===== src/design/dxr_pkg.sv =====
// constants for the dual converter extended control register bank
package dxr_pkg;
    // register addresses carried in the 4-bit frame address field
    localparam logic [3:0] ADDR_CONFIG      = 4'h1;
    localparam logic [3:0] ADDR_OFS_FIRST   = 4'h2;
    localparam logic [3:0] ADDR_GAIN_FIRST  = 4'h3;
    localparam logic [3:0] ADDR_OFS_SECOND  = 4'ha;
    localparam logic [3:0] ADDR_GAIN_SECOND = 4'hb;
    localparam logic [3:0] ADDR_INTERLEAVE  = 4'hd;
    localparam logic [3:0] ADDR_COARSE_SKEW = 4'he;
    // power-on values
    localparam logic [15:0] RST_CONFIG     = 16'hb2ff;
    localparam logic [15:0] RST_OFS        = 16'h007f;
    localparam logic [15:0] RST_GAIN       = 16'h807f;
    localparam logic [15:0] RST_INTERLEAVE = 16'h3fff;
    localparam logic [15:0] RST_SKEW       = 16'h07ff;
    // frame layout
    localparam logic [11:0] FRAME_HEADER = 12'h001;
    localparam logic [5:0]  FRAME_BITS   = 6'h20;
    localparam int HDR_HI  = 31;
    localparam int HDR_LO  = 20;
    localparam int ADR_HI  = 19;
    localparam int ADR_LO  = 16;
    localparam int DAT_HI  = 15;
    localparam int DAT_LO  = 0;
    // field positions
    localparam int CFG_DUTY   = 12;
    localparam int CFG_PHASE  = 11;
    localparam int CFG_SDR    = 10;
    localparam int CFG_SWING  = 9;
    localparam int CFG_EDGE   = 8;
    localparam int OFS_MAG_HI = 15;
    localparam int OFS_MAG_LO = 8;
    localparam int OFS_SIGN   = 7;
    localparam int GAIN_HI    = 15;
    localparam int GAIN_LO    = 7;
    localparam int ILV_EN     = 15;
    localparam int ILV_AUTO   = 14;
    localparam int SKW_INPUT  = 15;
    localparam int SKW_TARGET = 14;
    localparam int SKW_MAG_HI = 13;
    localparam int SKW_MAG_LO = 11;
    // frame receiver states
    typedef enum logic [1:0] {
        DXR_IDLE  = 2'b01,
        DXR_SHIFT = 2'b10
    } dxr_state_t;
endpackage


===== src/design/dxr_ctrl_regs.sv =====
// serial-loaded write-only control register bank with applied outputs
`timescale 1ns/10ps
module dxr_ctrl_regs (
    input  wire logic       clock_i,
    input  wire logic       rst_i,
    input  wire logic       enable_i,
    input  wire logic       extended_mode_i,
    input  wire logic       serial_clock_i,
    input  wire logic       serial_select_n_i,
    input  wire logic       serial_data_in_i,
    input  wire logic       output_edge_pin_i,
    input  wire logic       output_swing_pin_i,
    output logic            clock_duty_stabilizer_en_o,
    output logic            double_rate_clock_phase_o,
    output logic            single_rate_select_o,
    output logic            output_swing_select_o,
    output logic            output_edge_select_o,
    output logic [7:0]      first_offset_mag_o,
    output logic            first_offset_neg_o,
    output logic [8:0]      first_gain_code_o,
    output logic [7:0]      second_offset_mag_o,
    output logic            second_offset_neg_o,
    output logic [8:0]      second_gain_code_o,
    output logic            interleave_en_o,
    output logic            auto_phase_en_o,
    output logic            interleave_input_select_o,
    output logic            skew_target_select_o,
    output logic [2:0]      coarse_skew_magnitude_o,
    output logic            write_strobe_o
);
    // ==========================================================
    // usage notes
    //
    // timing of one write, counted in system clocks:
    // - serial pins are asynchronous and pass two flops first
    // - a serial clock rise is seen about three clocks after the pin edge
    // - the 32nd rise with a good header writes the stored word
    // - write_strobe_o rises on that same edge, for one cycle
    // - applied outputs follow one clock after the stored word
    //
    // serial clock limits:
    // - each serial clock level must last at least three system clocks
    // - a shorter level may be missed by the edge finder
    // - select must be low one clock before the first rise is seen
    //
    // frame handling:
    // - bits are counted from select going low in extended mode
    // - a frame cut short by deselect is dropped whole
    // - leaving extended mode mid-frame drops the frame as well
    // - chained frames need no deselect; the count wraps at 32
    // - a bad header drops the frame but keeps the count aligned
    // - reserved addresses are counted as frames and then ignored
    //
    // stored versus applied values:
    // - the stored words keep their contents across normal mode
    // - normal mode shows power-on values on every applied output but edge and swing
    // - edge and swing follow their pins in normal mode instead
    // - returning to extended mode reapplies the stored words
    //
    // automatic phase:
    // - while automatic phase is on, the coarse delay output is zero
    // - the stored coarse code is kept and returns when it is cleared
    //
    // hazards left to the host:
    // - no read-back: the host keeps its own copy of every word
    // - fixed bits are stored as written and not checked
    // - writing the configuration word with interleave on is not blocked
    // - gain codes outside the advised range are applied as written
    //
    // clock enable:
    // - enable_i low freezes synchronisers, receiver and outputs alike
    // - serial clock pulses that begin and end while frozen are lost
    //
    // reset:
    // - rst_i is asynchronous; every flop takes a constant value
    // - outputs show power-on fields while reset is held
    // - start the first frame a few clocks after release
    //
    // trade-offs:
    // - sampling the serial clock keeps the whole block on one clock
    // - the price is a serial clock far slower than the system clock
    // - applied values are registered so every output is a flop
    //
    // ==========================================================
    // input synchronisers
    logic [2:0] sclk_sync;
    logic [1:0] sel_sync;
    logic [1:0] dat_sync;
    logic [1:0] mode_sync;
    logic [1:0] edge_sync;
    logic [1:0] swing_sync;

    // two flops per outside input, third stage on the clock for edge finding
    always_ff @(posedge clock_i or posedge rst_i) begin
        if (rst_i) begin
            sclk_sync  <= 3'h0;
            sel_sync   <= 2'h3;
            dat_sync   <= 2'h0;
            mode_sync  <= 2'h0;
            edge_sync  <= 2'h0;
            swing_sync <= 2'h3;
        end else if (enable_i) begin
            sclk_sync  <= {sclk_sync[1:0], serial_clock_i};
            sel_sync   <= {sel_sync[0], serial_select_n_i};
            dat_sync   <= {dat_sync[0], serial_data_in_i};
            mode_sync  <= {mode_sync[0], extended_mode_i};
            edge_sync  <= {edge_sync[0], output_edge_pin_i};
            swing_sync <= {swing_sync[0], output_swing_pin_i};
        end
    end

    logic sclk_rise;
    logic selected;
    logic ext_mode;
    assign sclk_rise = sclk_sync[1] & ~sclk_sync[2]; // rising serial clock edge
    assign selected  = ~sel_sync[1];
    assign ext_mode  = mode_sync[1];

    // ==========================================================
    // frame receiver
    dxr_pkg::dxr_state_t state;
    logic [31:0]         shift;
    logic [5:0]          bit_count;
    logic [31:0]         next_shift;
    logic                frame_done;

    assign next_shift = {shift[30:0], dat_sync[1]}; // msb first
    assign frame_done = (state == dxr_pkg::DXR_SHIFT) && sclk_rise && selected
                        && (bit_count == dxr_pkg::FRAME_BITS - 6'h1);

    // shift bits while selected in extended mode; deselect aborts a frame
    always_ff @(posedge clock_i or posedge rst_i) begin
        if (rst_i) begin
            state     <= dxr_pkg::DXR_IDLE;
            shift     <= 32'h0;
            bit_count <= 6'h0;
        end else if (enable_i) begin
            case (state)
                dxr_pkg::DXR_IDLE: begin
                    bit_count <= 6'h0;
                    if (selected && ext_mode) begin
                        state <= dxr_pkg::DXR_SHIFT;
                    end
                end
                dxr_pkg::DXR_SHIFT: begin
                    if (!selected || !ext_mode) begin
                        state     <= dxr_pkg::DXR_IDLE;
                        bit_count <= 6'h0;
                    end else if (sclk_rise) begin
                        shift <= next_shift;
                        if (frame_done) begin
                            bit_count <= 6'h0; // next frame starts at 33rd clock
                        end else begin
                            bit_count <= bit_count + 6'h1;
                        end
                    end
                end
                default: begin
                    state <= dxr_pkg::DXR_IDLE;
                end
            endcase
        end
    end

    logic        frame_ok;
    logic [3:0]  frame_addr;
    logic [15:0] frame_data;
    assign frame_ok   = frame_done && (next_shift[dxr_pkg::HDR_HI:dxr_pkg::HDR_LO]
                        == dxr_pkg::FRAME_HEADER);
    assign frame_addr = next_shift[dxr_pkg::ADR_HI:dxr_pkg::ADR_LO];
    assign frame_data = next_shift[dxr_pkg::DAT_HI:dxr_pkg::DAT_LO];

    // ==========================================================
    // register bank, write only with no read path
    logic [15:0] cfg_reg;
    logic [15:0] ofs1_reg;
    logic [15:0] gain1_reg;
    logic [15:0] ofs2_reg;
    logic [15:0] gain2_reg;
    logic [15:0] ilv_reg;
    logic [15:0] skew_reg;

    // full frame updates the addressed word; reserved addresses fall through
    always_ff @(posedge clock_i or posedge rst_i) begin
        if (rst_i) begin
            cfg_reg   <= dxr_pkg::RST_CONFIG;
            ofs1_reg  <= dxr_pkg::RST_OFS;
            gain1_reg <= dxr_pkg::RST_GAIN;
            ofs2_reg  <= dxr_pkg::RST_OFS;
            gain2_reg <= dxr_pkg::RST_GAIN;
            ilv_reg   <= dxr_pkg::RST_INTERLEAVE;
            skew_reg  <= dxr_pkg::RST_SKEW;
        end else if (enable_i && frame_ok) begin
            if (frame_addr == dxr_pkg::ADDR_CONFIG) begin
                cfg_reg <= frame_data;
            end else if (frame_addr == dxr_pkg::ADDR_OFS_FIRST) begin
                ofs1_reg <= frame_data;
            end else if (frame_addr == dxr_pkg::ADDR_GAIN_FIRST) begin
                gain1_reg <= frame_data;
            end else if (frame_addr == dxr_pkg::ADDR_OFS_SECOND) begin
                ofs2_reg <= frame_data;
            end else if (frame_addr == dxr_pkg::ADDR_GAIN_SECOND) begin
                gain2_reg <= frame_data;
            end else if (frame_addr == dxr_pkg::ADDR_INTERLEAVE) begin
                ilv_reg <= frame_data;
            end else if (frame_addr == dxr_pkg::ADDR_COARSE_SKEW) begin
                skew_reg <= frame_data;
            end
        end
    end

    // one-cycle pulse marking an accepted write to a mapped register
    always_ff @(posedge clock_i or posedge rst_i) begin
        if (rst_i) begin
            write_strobe_o <= 1'b0;
        end else if (enable_i) begin
            write_strobe_o <= frame_ok && (frame_addr == dxr_pkg::ADDR_CONFIG
                || frame_addr == dxr_pkg::ADDR_OFS_FIRST
                || frame_addr == dxr_pkg::ADDR_GAIN_FIRST
                || frame_addr == dxr_pkg::ADDR_OFS_SECOND
                || frame_addr == dxr_pkg::ADDR_GAIN_SECOND
                || frame_addr == dxr_pkg::ADDR_INTERLEAVE
                || frame_addr == dxr_pkg::ADDR_COARSE_SKEW);
        end
    end

    // ==========================================================
    // applied settings: register fields in extended mode, power-on defaults or the edge and swing pins otherwise
    logic [15:0] cfg_eff;
    logic [15:0] ofs1_eff;
    logic [15:0] gain1_eff;
    logic [15:0] ofs2_eff;
    logic [15:0] gain2_eff;
    logic [15:0] ilv_eff;
    logic [15:0] skew_eff;

    // normal mode ignores the stored contents
    always_comb begin
        cfg_eff   = ext_mode ? cfg_reg   : dxr_pkg::RST_CONFIG;
        ofs1_eff  = ext_mode ? ofs1_reg  : dxr_pkg::RST_OFS;
        gain1_eff = ext_mode ? gain1_reg : dxr_pkg::RST_GAIN;
        ofs2_eff  = ext_mode ? ofs2_reg  : dxr_pkg::RST_OFS;
        gain2_eff = ext_mode ? gain2_reg : dxr_pkg::RST_GAIN;
        ilv_eff   = ext_mode ? ilv_reg   : dxr_pkg::RST_INTERLEAVE;
        skew_eff  = ext_mode ? skew_reg  : dxr_pkg::RST_SKEW;
    end

    // output clocking fields; in normal mode edge and swing follow their pins
    always_ff @(posedge clock_i or posedge rst_i) begin
        if (rst_i) begin
            clock_duty_stabilizer_en_o <= dxr_pkg::RST_CONFIG[dxr_pkg::CFG_DUTY];
            double_rate_clock_phase_o  <= dxr_pkg::RST_CONFIG[dxr_pkg::CFG_PHASE];
            single_rate_select_o       <= dxr_pkg::RST_CONFIG[dxr_pkg::CFG_SDR];
            output_swing_select_o      <= dxr_pkg::RST_CONFIG[dxr_pkg::CFG_SWING];
            output_edge_select_o       <= dxr_pkg::RST_CONFIG[dxr_pkg::CFG_EDGE];
        end else if (enable_i) begin
            clock_duty_stabilizer_en_o <= cfg_eff[dxr_pkg::CFG_DUTY];
            double_rate_clock_phase_o  <= cfg_eff[dxr_pkg::CFG_PHASE];
            single_rate_select_o       <= cfg_eff[dxr_pkg::CFG_SDR];
            output_swing_select_o      <= ext_mode ? cfg_reg[dxr_pkg::CFG_SWING]
                                                   : swing_sync[1];
            output_edge_select_o       <= ext_mode ? cfg_reg[dxr_pkg::CFG_EDGE]
                                                   : edge_sync[1];
        end
    end

    // offset and gain fields, applied directly with no calibration step
    always_ff @(posedge clock_i or posedge rst_i) begin
        if (rst_i) begin
            first_offset_mag_o  <= dxr_pkg::RST_OFS[dxr_pkg::OFS_MAG_HI:dxr_pkg::OFS_MAG_LO];
            first_offset_neg_o  <= dxr_pkg::RST_OFS[dxr_pkg::OFS_SIGN];
            first_gain_code_o   <= dxr_pkg::RST_GAIN[dxr_pkg::GAIN_HI:dxr_pkg::GAIN_LO];
            second_offset_mag_o <= dxr_pkg::RST_OFS[dxr_pkg::OFS_MAG_HI:dxr_pkg::OFS_MAG_LO];
            second_offset_neg_o <= dxr_pkg::RST_OFS[dxr_pkg::OFS_SIGN];
            second_gain_code_o  <= dxr_pkg::RST_GAIN[dxr_pkg::GAIN_HI:dxr_pkg::GAIN_LO];
        end else if (enable_i) begin
            first_offset_mag_o  <= ofs1_eff[dxr_pkg::OFS_MAG_HI:dxr_pkg::OFS_MAG_LO];
            first_offset_neg_o  <= ofs1_eff[dxr_pkg::OFS_SIGN];
            first_gain_code_o   <= gain1_eff[dxr_pkg::GAIN_HI:dxr_pkg::GAIN_LO];
            second_offset_mag_o <= ofs2_eff[dxr_pkg::OFS_MAG_HI:dxr_pkg::OFS_MAG_LO];
            second_offset_neg_o <= ofs2_eff[dxr_pkg::OFS_SIGN];
            second_gain_code_o  <= gain2_eff[dxr_pkg::GAIN_HI:dxr_pkg::GAIN_LO];
        end
    end

    // interleave and skew; automatic phase forces the manual skew to zero
    always_ff @(posedge clock_i or posedge rst_i) begin
        if (rst_i) begin
            interleave_en_o           <= dxr_pkg::RST_INTERLEAVE[dxr_pkg::ILV_EN];
            auto_phase_en_o           <= dxr_pkg::RST_INTERLEAVE[dxr_pkg::ILV_AUTO];
            interleave_input_select_o <= dxr_pkg::RST_SKEW[dxr_pkg::SKW_INPUT];
            skew_target_select_o      <= dxr_pkg::RST_SKEW[dxr_pkg::SKW_TARGET];
            coarse_skew_magnitude_o   <= dxr_pkg::RST_SKEW[dxr_pkg::SKW_MAG_HI:dxr_pkg::SKW_MAG_LO];
        end else if (enable_i) begin
            interleave_en_o           <= ilv_eff[dxr_pkg::ILV_EN];
            auto_phase_en_o           <= ilv_eff[dxr_pkg::ILV_AUTO];
            interleave_input_select_o <= skew_eff[dxr_pkg::SKW_INPUT];
            skew_target_select_o      <= skew_eff[dxr_pkg::SKW_TARGET];
            if (ilv_eff[dxr_pkg::ILV_AUTO]) begin
                coarse_skew_magnitude_o <= 3'h0;
            end else begin
                coarse_skew_magnitude_o <= skew_eff[dxr_pkg::SKW_MAG_HI:dxr_pkg::SKW_MAG_LO];
            end
        end
    end
endmodule


===== config.mk =====
export PLATFORM = sky130hd
export DESIGN_NAME = dxr_ctrl_regs
export DESIGN_NICKNAME = d
export VERILOG_FILES = /design/src/design/dxr_pkg.sv /design/src/design/dxr_ctrl_regs.sv
export SDC_FILE = /design/constraint.sdc
export NUM_CORES = 1
export LEC_CHECK = 0
export ABC_AREA = 1
export BUFFER_PORTS_ARGS = -buffer_cell sky130_fd_sc_hd__buf_2
export CORE_ASPECT_RATIO = 0.8
export CORE_MARGIN = 1.5
export CORE_UTILIZATION = 55
export CTS_CLUSTER_SIZE = 10
export DETAILED_ROUTE_END_ITERATION = 8
export PLACE_DENSITY = 0.75
export SLEW_MARGIN = 25
export SYNTH_ARGS = -nofsm -noshare
export SYNTH_HDL_FRONTEND = slang
export SYNTH_SLANG_ARGS = --single-unit

===== constraint.sdc =====
create_clock -name clock_i -period 10.35 [get_ports clock_i]
set_input_delay 0 -clock clock_i [delete_from_list [all_inputs] [get_ports clock_i]]
set_output_delay 0 -clock clock_i [all_outputs]
set_load 0.02 [all_outputs]

==> flow_metrics.tcl, run 1 <==
set metrics [dict create \
    clock_tree.buffer_depth 2 \
    path_class "reg -> reg" \
    effective_utilization_at_floorplan_pct 56.9 \
    initial_antenna_violation_count 0 \
    largest_register_ff_count 31 \
    fin_crit_sh_pct 23.3 \
    detailroute.wirelength.met2_um 6140 \
    layout.nets 726 \
    synth_top_family_by_area "simple AND/OR/NAND/NOR gates" \
    clk_pin_slew_worst_paths_ns 0.06 \
    place.gp.congestion 0.825 \
    synthesis.yosys.warnings 0 \
    track_usage_pct 23.5 \
    grt_first_pass_wirelength_um 21700 \
    synth_xor_xnor_area_share_pct 0.140 \
    max_cap_viol_count 0 \
    reg2reg_setup_slack_ns 7.94 \
    core.rowCount 34 \
    grt_overflow 0 \
    placement.io_buffers 57 \
    end_kind "flop" \
    post-dp-hpwl_um 8120 \
    chipWidth_um 122 \
    maxSlewHeadroom_pct 32.2 \
    final_hold_viol_count 0 \
    fraction_of_the_mapped_netlist_area_in_compound_gates_pct 11.9 \
    timing.critical_path.slowest_cell_delay_ns 0.84 \
    vias_per_cell 5.31 \
    vias 4621 \
    postSynthCellCount 654 \
    syn_area_um2 6240 \
    p_per_area_nw_per_um2 231 \
    postSynthRegisterBits 149 \
    timing.final.crit_period_ns 2.41 \
    cts.hold.buffers_added 7 \
    synth_fa_ha_area_share_pct 0.601 \
    final_common_cell "sky130_fd_sc_hd__nand2_1" \
    post_cts.repair.setup_buffers 0 \
    most_used_cells_in_the_layout_excluding_fill_and_tap_cells "179 x sky130_fd_sc_hd__nand2_1, 136 x sky130_fd_sc_hd__dfrtp_1, 86 x sky130_fd_sc_hd__inv_1, 57 x sky130_fd_sc_hd__buf_2, 38 x sky130_fd_sc_hd__o21ai_0" \
    worst-slew-pin-transition_ns 1.01 \
    synth_cell_types 33 \
    cts_resized 0 \
    timing_max_transition_violations_final 0 \
    syn_nets 666 \
    cts_made_buffers 17 \
    setup-violations-final 0 \
    fill_cells 855 \
    firstDrtPassIters 5 \
    area_delta_synth_final_pct 16.5 \
    synth_area_in_simple_gates_pct 19.2 \
    totalNegativeSetupSlack_ns 0 \
    status "finished clean" \
    max_freq_mhz 415 \
    placeableCoreArea_um2 11000 \
    synth.mux.area_fraction_pct 0 \
    dieHeight_um 98.3 \
    routedWlPerCell_um 15.0 \
    wl_met1_um 6060 \
    antenna_cells_inserted 0 \
    crit_fanout 27 \
    route.antenna.remaining_nets 0 \
    timing.critical_path.cells "inv_1 -> ha_1 -> nand3_2 -> nor3_4 -> nand3_2 -> nand2_1 -> nand2_1 -> inv_1" \
    peakVddDrop_uv 178 \
    dieArea_um2 12000 \
    cell_with_the_biggest_individual_delay_on_the_critical_path "sky130_fd_sc_hd__nor3_4" \
    clock_root_buffer "sky130_fd_sc_hd__clkbuf_16" \
    cts-htree-levels 4 \
    grt_setup_unrepaired "no" \
    post_synthesis_average_cell_area_um2 9.54 \
    route.met3.wl_um 732 \
    cts_sinks 149 \
    grt_max_degree 84 \
    cts_tree "built" \
    synth.yosys.seq_area_share_pct 60.0 \
    top_layer_used "met4" \
    via_count_of_the_first_global_routing_pass 4474 \
    required_ns 10.70 \
    insertion_delay_ns 0.41 \
    critical_path.startpoint_type "flop" \
    power.static_leakage_uw 0.00379 \
    ioPinCount 58 \
    timing.hold.ws_ns 0.0377 \
    dr.first_iter.drc_count 411 \
    final_layout_size_suffix_gt1_share_pct 18.8 \
    wl_um 13100 \
    worstPathArrival_ns 2.76 \
    drc_errors 0 \
    min-delay-path-class "in -> reg" \
    regMostFlops "shift" \
    timing.clock.skew_ns 0.00866 \
]
[worst max-delay path: cells and delay by family (launching register included)]
kind	cells	cell delay, ns
AND/OR/NAND/NOR	5	1.63
flip-flops	1	0.37
adder cells (fa/ha/maj)	1	0.23
buffers and inverters	2	0.12
[cells in the mapped netlist, drive strengths merged]
library cell / count / area, um2
a211oi: 1 / 7.51
a21oi: 12 / 60.1
a22o: 21 / 184
a32o: 3 / 30.0
buf: 20 / 156
clkbuf: 6 / 22.5
clkinv: 1 / 3.75
dfrtp: 136 / 3400
dfstp: 13 / 342
ha: 3 / 37.5
inv: 88 / 330
nand2: 183 / 707
nand3: 11 / 80.1
nand4: 26 / 163
nor2: 42 / 196
nor3: 4 / 31.3
o21ai: 79 / 452
o22a: 1 / 8.76
or2: 2 / 12.5
or3: 1 / 6.26
xor2: 1 / 8.76
[layer usage]
metal / GRT usage (%) / vias up
met1: 32.0 / 2256
met4: 6.35 / 0
met5: 0 / -
li1: - / 2218
met2: 37.4 / 129
met3: 6.48 / 18
[path summary, 6_finish.rpt]
check | start | to | depth (start not counted)
worst max-delay path | state[0]$_DFFE_PP1P_ | gain2_reg[14]$_DFFE_PP0P_ | 8
worst min-delay path | enable_i | sel_sync[0]$_DFFE_PP1P_ | 3
worst max register to register | state[0]$_DFFE_PP1P_ | gain2_reg[14]$_DFFE_PP0P_ | 8
worst min register to register | swing_sync[0]$_DFFE_PP1P_ | swing_sync[1]$_DFFE_PP1P_ | 2
max in group asynchronous | rst_i | second_gain_code_o[5]$_DFFE_PP0P_ | 4
min in group asynchronous | rst_i | first_offset_mag_o[2]$_DFFE_PP0P_ | 3
[report_power, final]
| group | switching (uW) | internal [uW] | total (uW) | leakage [uW] |
|---|---|---|---|---|
| clock | 231 | 440 | 670 | 0.000310 |
| sequential | 58.7 | 671 | 730 | 0.00182 |
| combinational | 202 | 78.6 | 280 | 0.00167 |
[area by class of cell]
cell class	count	area (um2)	share of cell area, %
clock inverters	10	180	2.48
repair buffers	67	382	5.25
multi-input cells	390	1980	27.3
flip-flops and latches	149	3740	51.5
inverters	89	339	4.66
well taps	144	180	2.48
clock buffers	22	464	6.38
[through the flow]
stage               instance area, um2  total power, uW  utilization [%]  std cells  setup WS, ns
floorplan                         6240              924                -        654          6.36
global placement                  6560             1000             59.7        832          8.24
detailed placement                6560             1020             59.7        832          8.05
CTS                               7270             1690             66.2        871          8.00
global route                      7270             1760             66.3        871          7.71
finish                            7270             1680             66.3        871          7.94
[cell families after synthesis]
family	Yosys count
AO/OA/AOI/OAI	117
XOR/XNOR	1
flip-flops	149
AND/OR/NAND/NOR	269
buffers and inverters	115
adder cells (fa/ha/maj)	3
No activity file was read; power rests on OpenSTA's default activity.
==> run 2: changes to the inputs <==
==> constraint.sdc (replaced) <==
create_clock -name clock_i -period 2.3 [get_ports clock_i]
set_input_delay 0 -clock clock_i [delete_from_list [all_inputs] [get_ports clock_i]]
set_output_delay 0 -clock clock_i [all_outputs]
set_load 0.02 [all_outputs]
==> flow_metrics.tcl, run 2 (synthesized netlist as in run 1, its figures left out) <==
set metrics [dict create \
    vias_per_cell 5.22 \
    maxSlewHeadroom_pct 58.4 \
    grt_first_pass_wirelength_um 21900 \
    worstPathArrival_ns 2.41 \
    power.static_leakage_uw 0.00380 \
    detailedPlace.worstSlack_ns 0.313 \
    clock_tree.buffer_depth 2 \
    area_delta_synth_final_pct 16.6 \
    final_hold_viol_count 0 \
    clk_pin_slew_worst_paths_ns 0.06 \
    via_count_of_the_first_global_routing_pass 4560 \
    grt_setup_unrepaired "no" \
    path_class "reg -> reg" \
    critical_path.startpoint_type "flop" \
    insertion_delay_ns 0.42 \
    timing.clock.skew_ns 0.00884 \
    timing.rr.start "state[0]$_DFFE_PP1P_" \
    worstHoldEndpoint "sel_sync[0]$_DFFE_PP1P_" \
    crit_fanout 15 \
    reg2reg_setup_slack_ns 0.26 \
    drc_errors 0 \
    initial_antenna_violation_count 0 \
    fill_cells 864 \
    reg2reg_depth 8 \
    min-delay-path-class "in -> reg" \
    dieHeight_um 98.3 \
    layout.nets 734 \
    grt_met3_use_pct 5.43 \
    fin_crit_sh_pct 88.9 \
    clock_root_buffer "sky130_fd_sc_hd__clkbuf_16" \
    final_layout_size_suffix_gt1_share_pct 20.1 \
    setup-violations-final 0 \
    max_cap_viol_count 0 \
    cts-htree-levels 4 \
    vias 4587 \
    seq_area_um2 3740 \
    routedWlPerCell_um 14.6 \
    ioPinCount 58 \
    largest_register_ff_count 31 \
    p_total_uw 7230 \
    timing_max_transition_violations_final 0 \
    multi_input_area_um2 1980 \
    cts_tree "built" \
    core.rowCount 34 \
    dr.first_iter.drc_count 314 \
    post_cts.repair.setup_buffers 0 \
    timing.final.crit_period_ns 2.04 \
    timing.critical_path.max_delay_family "simple AND/OR/NAND/NOR gates" \
    r2r-end "gain1_reg[11]$_DFFE_PP0P_" \
    placement.io_buffers 57 \
    placeableCoreArea_um2 11000 \
    grt_max_degree 91 \
    required_ns 2.66 \
    grt_overflow 0 \
    cts_made_buffers 17 \
    grt_busiest_layer "met2" \
    post-dp-hpwl_um 8380 \
    chipWidth_um 122 \
    final_common_cell "sky130_fd_sc_hd__nand2_1" \
    holdPathStages 4 \
    cell_with_the_biggest_individual_delay_on_the_critical_path "sky130_fd_sc_hd__nor3_4" \
    place.gp.congestion 0.817 \
    global_route.usage.met1_pct 32.0 \
    layout_setup_ws_ns 0.256 \
    post-route-cell-area_um2 7280 \
    hp-start "enable_i" \
    dieArea_um2 12000 \
    firstDrtPassIters 5 \
    status "finished clean" \
    worst-slew-pin-transition_ns 0.621 \
    effective_utilization_at_floorplan_pct 56.9 \
    peakVddDrop_uv 626 \
    antenna_cells_inserted 0 \
    max_freq_mhz 489 \
    grt_util_met2_pct 38.3 \
    cts_resized 0 \
    p_per_area_nw_per_um2 994 \
    route.antenna.remaining_nets 0 \
    post_dp_cell_area_um2 6630 \
    most_used_cells_in_the_layout_excluding_fill_and_tap_cells "179 x sky130_fd_sc_hd__nand2_1, 136 x sky130_fd_sc_hd__dfrtp_1, 86 x sky130_fd_sc_hd__inv_1, 57 x sky130_fd_sc_hd__buf_2, 38 x sky130_fd_sc_hd__o21ai_0" \
    timing.critical_path.cells "inv_1 -> ha_1 -> nand3_2 -> nor3_4 -> nand3_2 -> nand2_1 -> nand2_1 -> inv_1" \
    wl_um 12800 \
    crit_buf_inv 2 \
    end_kind "flop" \
    totalNegativeSetupSlack_ns 0 \
    timing.critical_path.slowest_cell_delay_ns 0.56 \
    track_usage_pct 23.7 \
    regMostFlops "shift" \
    cts_sinks 149 \
]
==> run 2: area by class of cell <==
type,count,area share [%]
clock inverter,13,1.74
inverter,89,4.64
sequential,149,51.5
multi-input combinational,390,27.3
timing repair buffer,75,6.19
tap,144,2.48
clock buffer,19,6.22
==> run 2: worst max-delay path by stage <==
| stage | slack (ns) | to | start | cells after the start |
|---|---|---|---|---|
| 4_1_cts | 0.27 | gain1_reg[11]$_DFFE_PP0P_ | state[0]$_DFFE_PP1P_ | 8 |
| 2_1_floorplan | 0.44 | auto_phase_en_o$_DFFE_PP0P_ | rst_i | 1 |
| 3_5_place_dp | 0.31 | gain1_reg[11]$_DFFE_PP0P_ | state[0]$_DFFE_PP1P_ | 8 |
| 3_3_place_gp | 0.42 | skew_reg[15]$_DFFE_PP0P_ | state[0]$_DFFE_PP1P_ | 8 |
| 6_report | 0.26 | gain1_reg[11]$_DFFE_PP0P_ | state[0]$_DFFE_PP1P_ | 8 |
| 5_1_grt | 0.05 | gain1_reg[11]$_DFFE_PP0P_ | state[0]$_DFFE_PP1P_ | 8 |
==> run 2: layer usage <==
layer  share of wire (%)  vias up
met5                   0        -
met4                0.96        0
met3                 4.8       13
met2                  48      115
met1                  46     2217
li1                    -     2242
==> run 2: report_power, final <==
group / internal [uW] / switching [uW] / total (uW)
Sequential: 3020 / 262 / 3280
Combinational: 362 / 927 / 1290
Clock: 1560 / 1110 / 2660
Total: 4940 / 2300 / 7230
==> run 2: worst reg2reg max path, delay by kind of cell (launching register included) <==
family	cells	cell delay, ns
buffers and inverters	2	0.12
flip-flops	1	0.37
AND/OR/NAND/NOR	5	1.27
adder cells (fa/ha/maj)	1	0.23
==> run 2: stage by stage <==
stage | std cells | hold slack, ns | util (%)
detailed placement | 840 | 0.0267 | 60.4
global placement | 840 | 0.0199 | 60.4
floorplan | 654 | 0.0877 | -
CTS | 879 | 0.0464 | 66.3
finish | 879 | 0.0500 | 66.3
global route | 879 | 0.0604 | 66.3
==> run 2: timing repair <==
item                                    CTS  global route
endpoints found under the setup margin    0             0
hold buffers                              7             0
hold endpoints to repair                 24             0
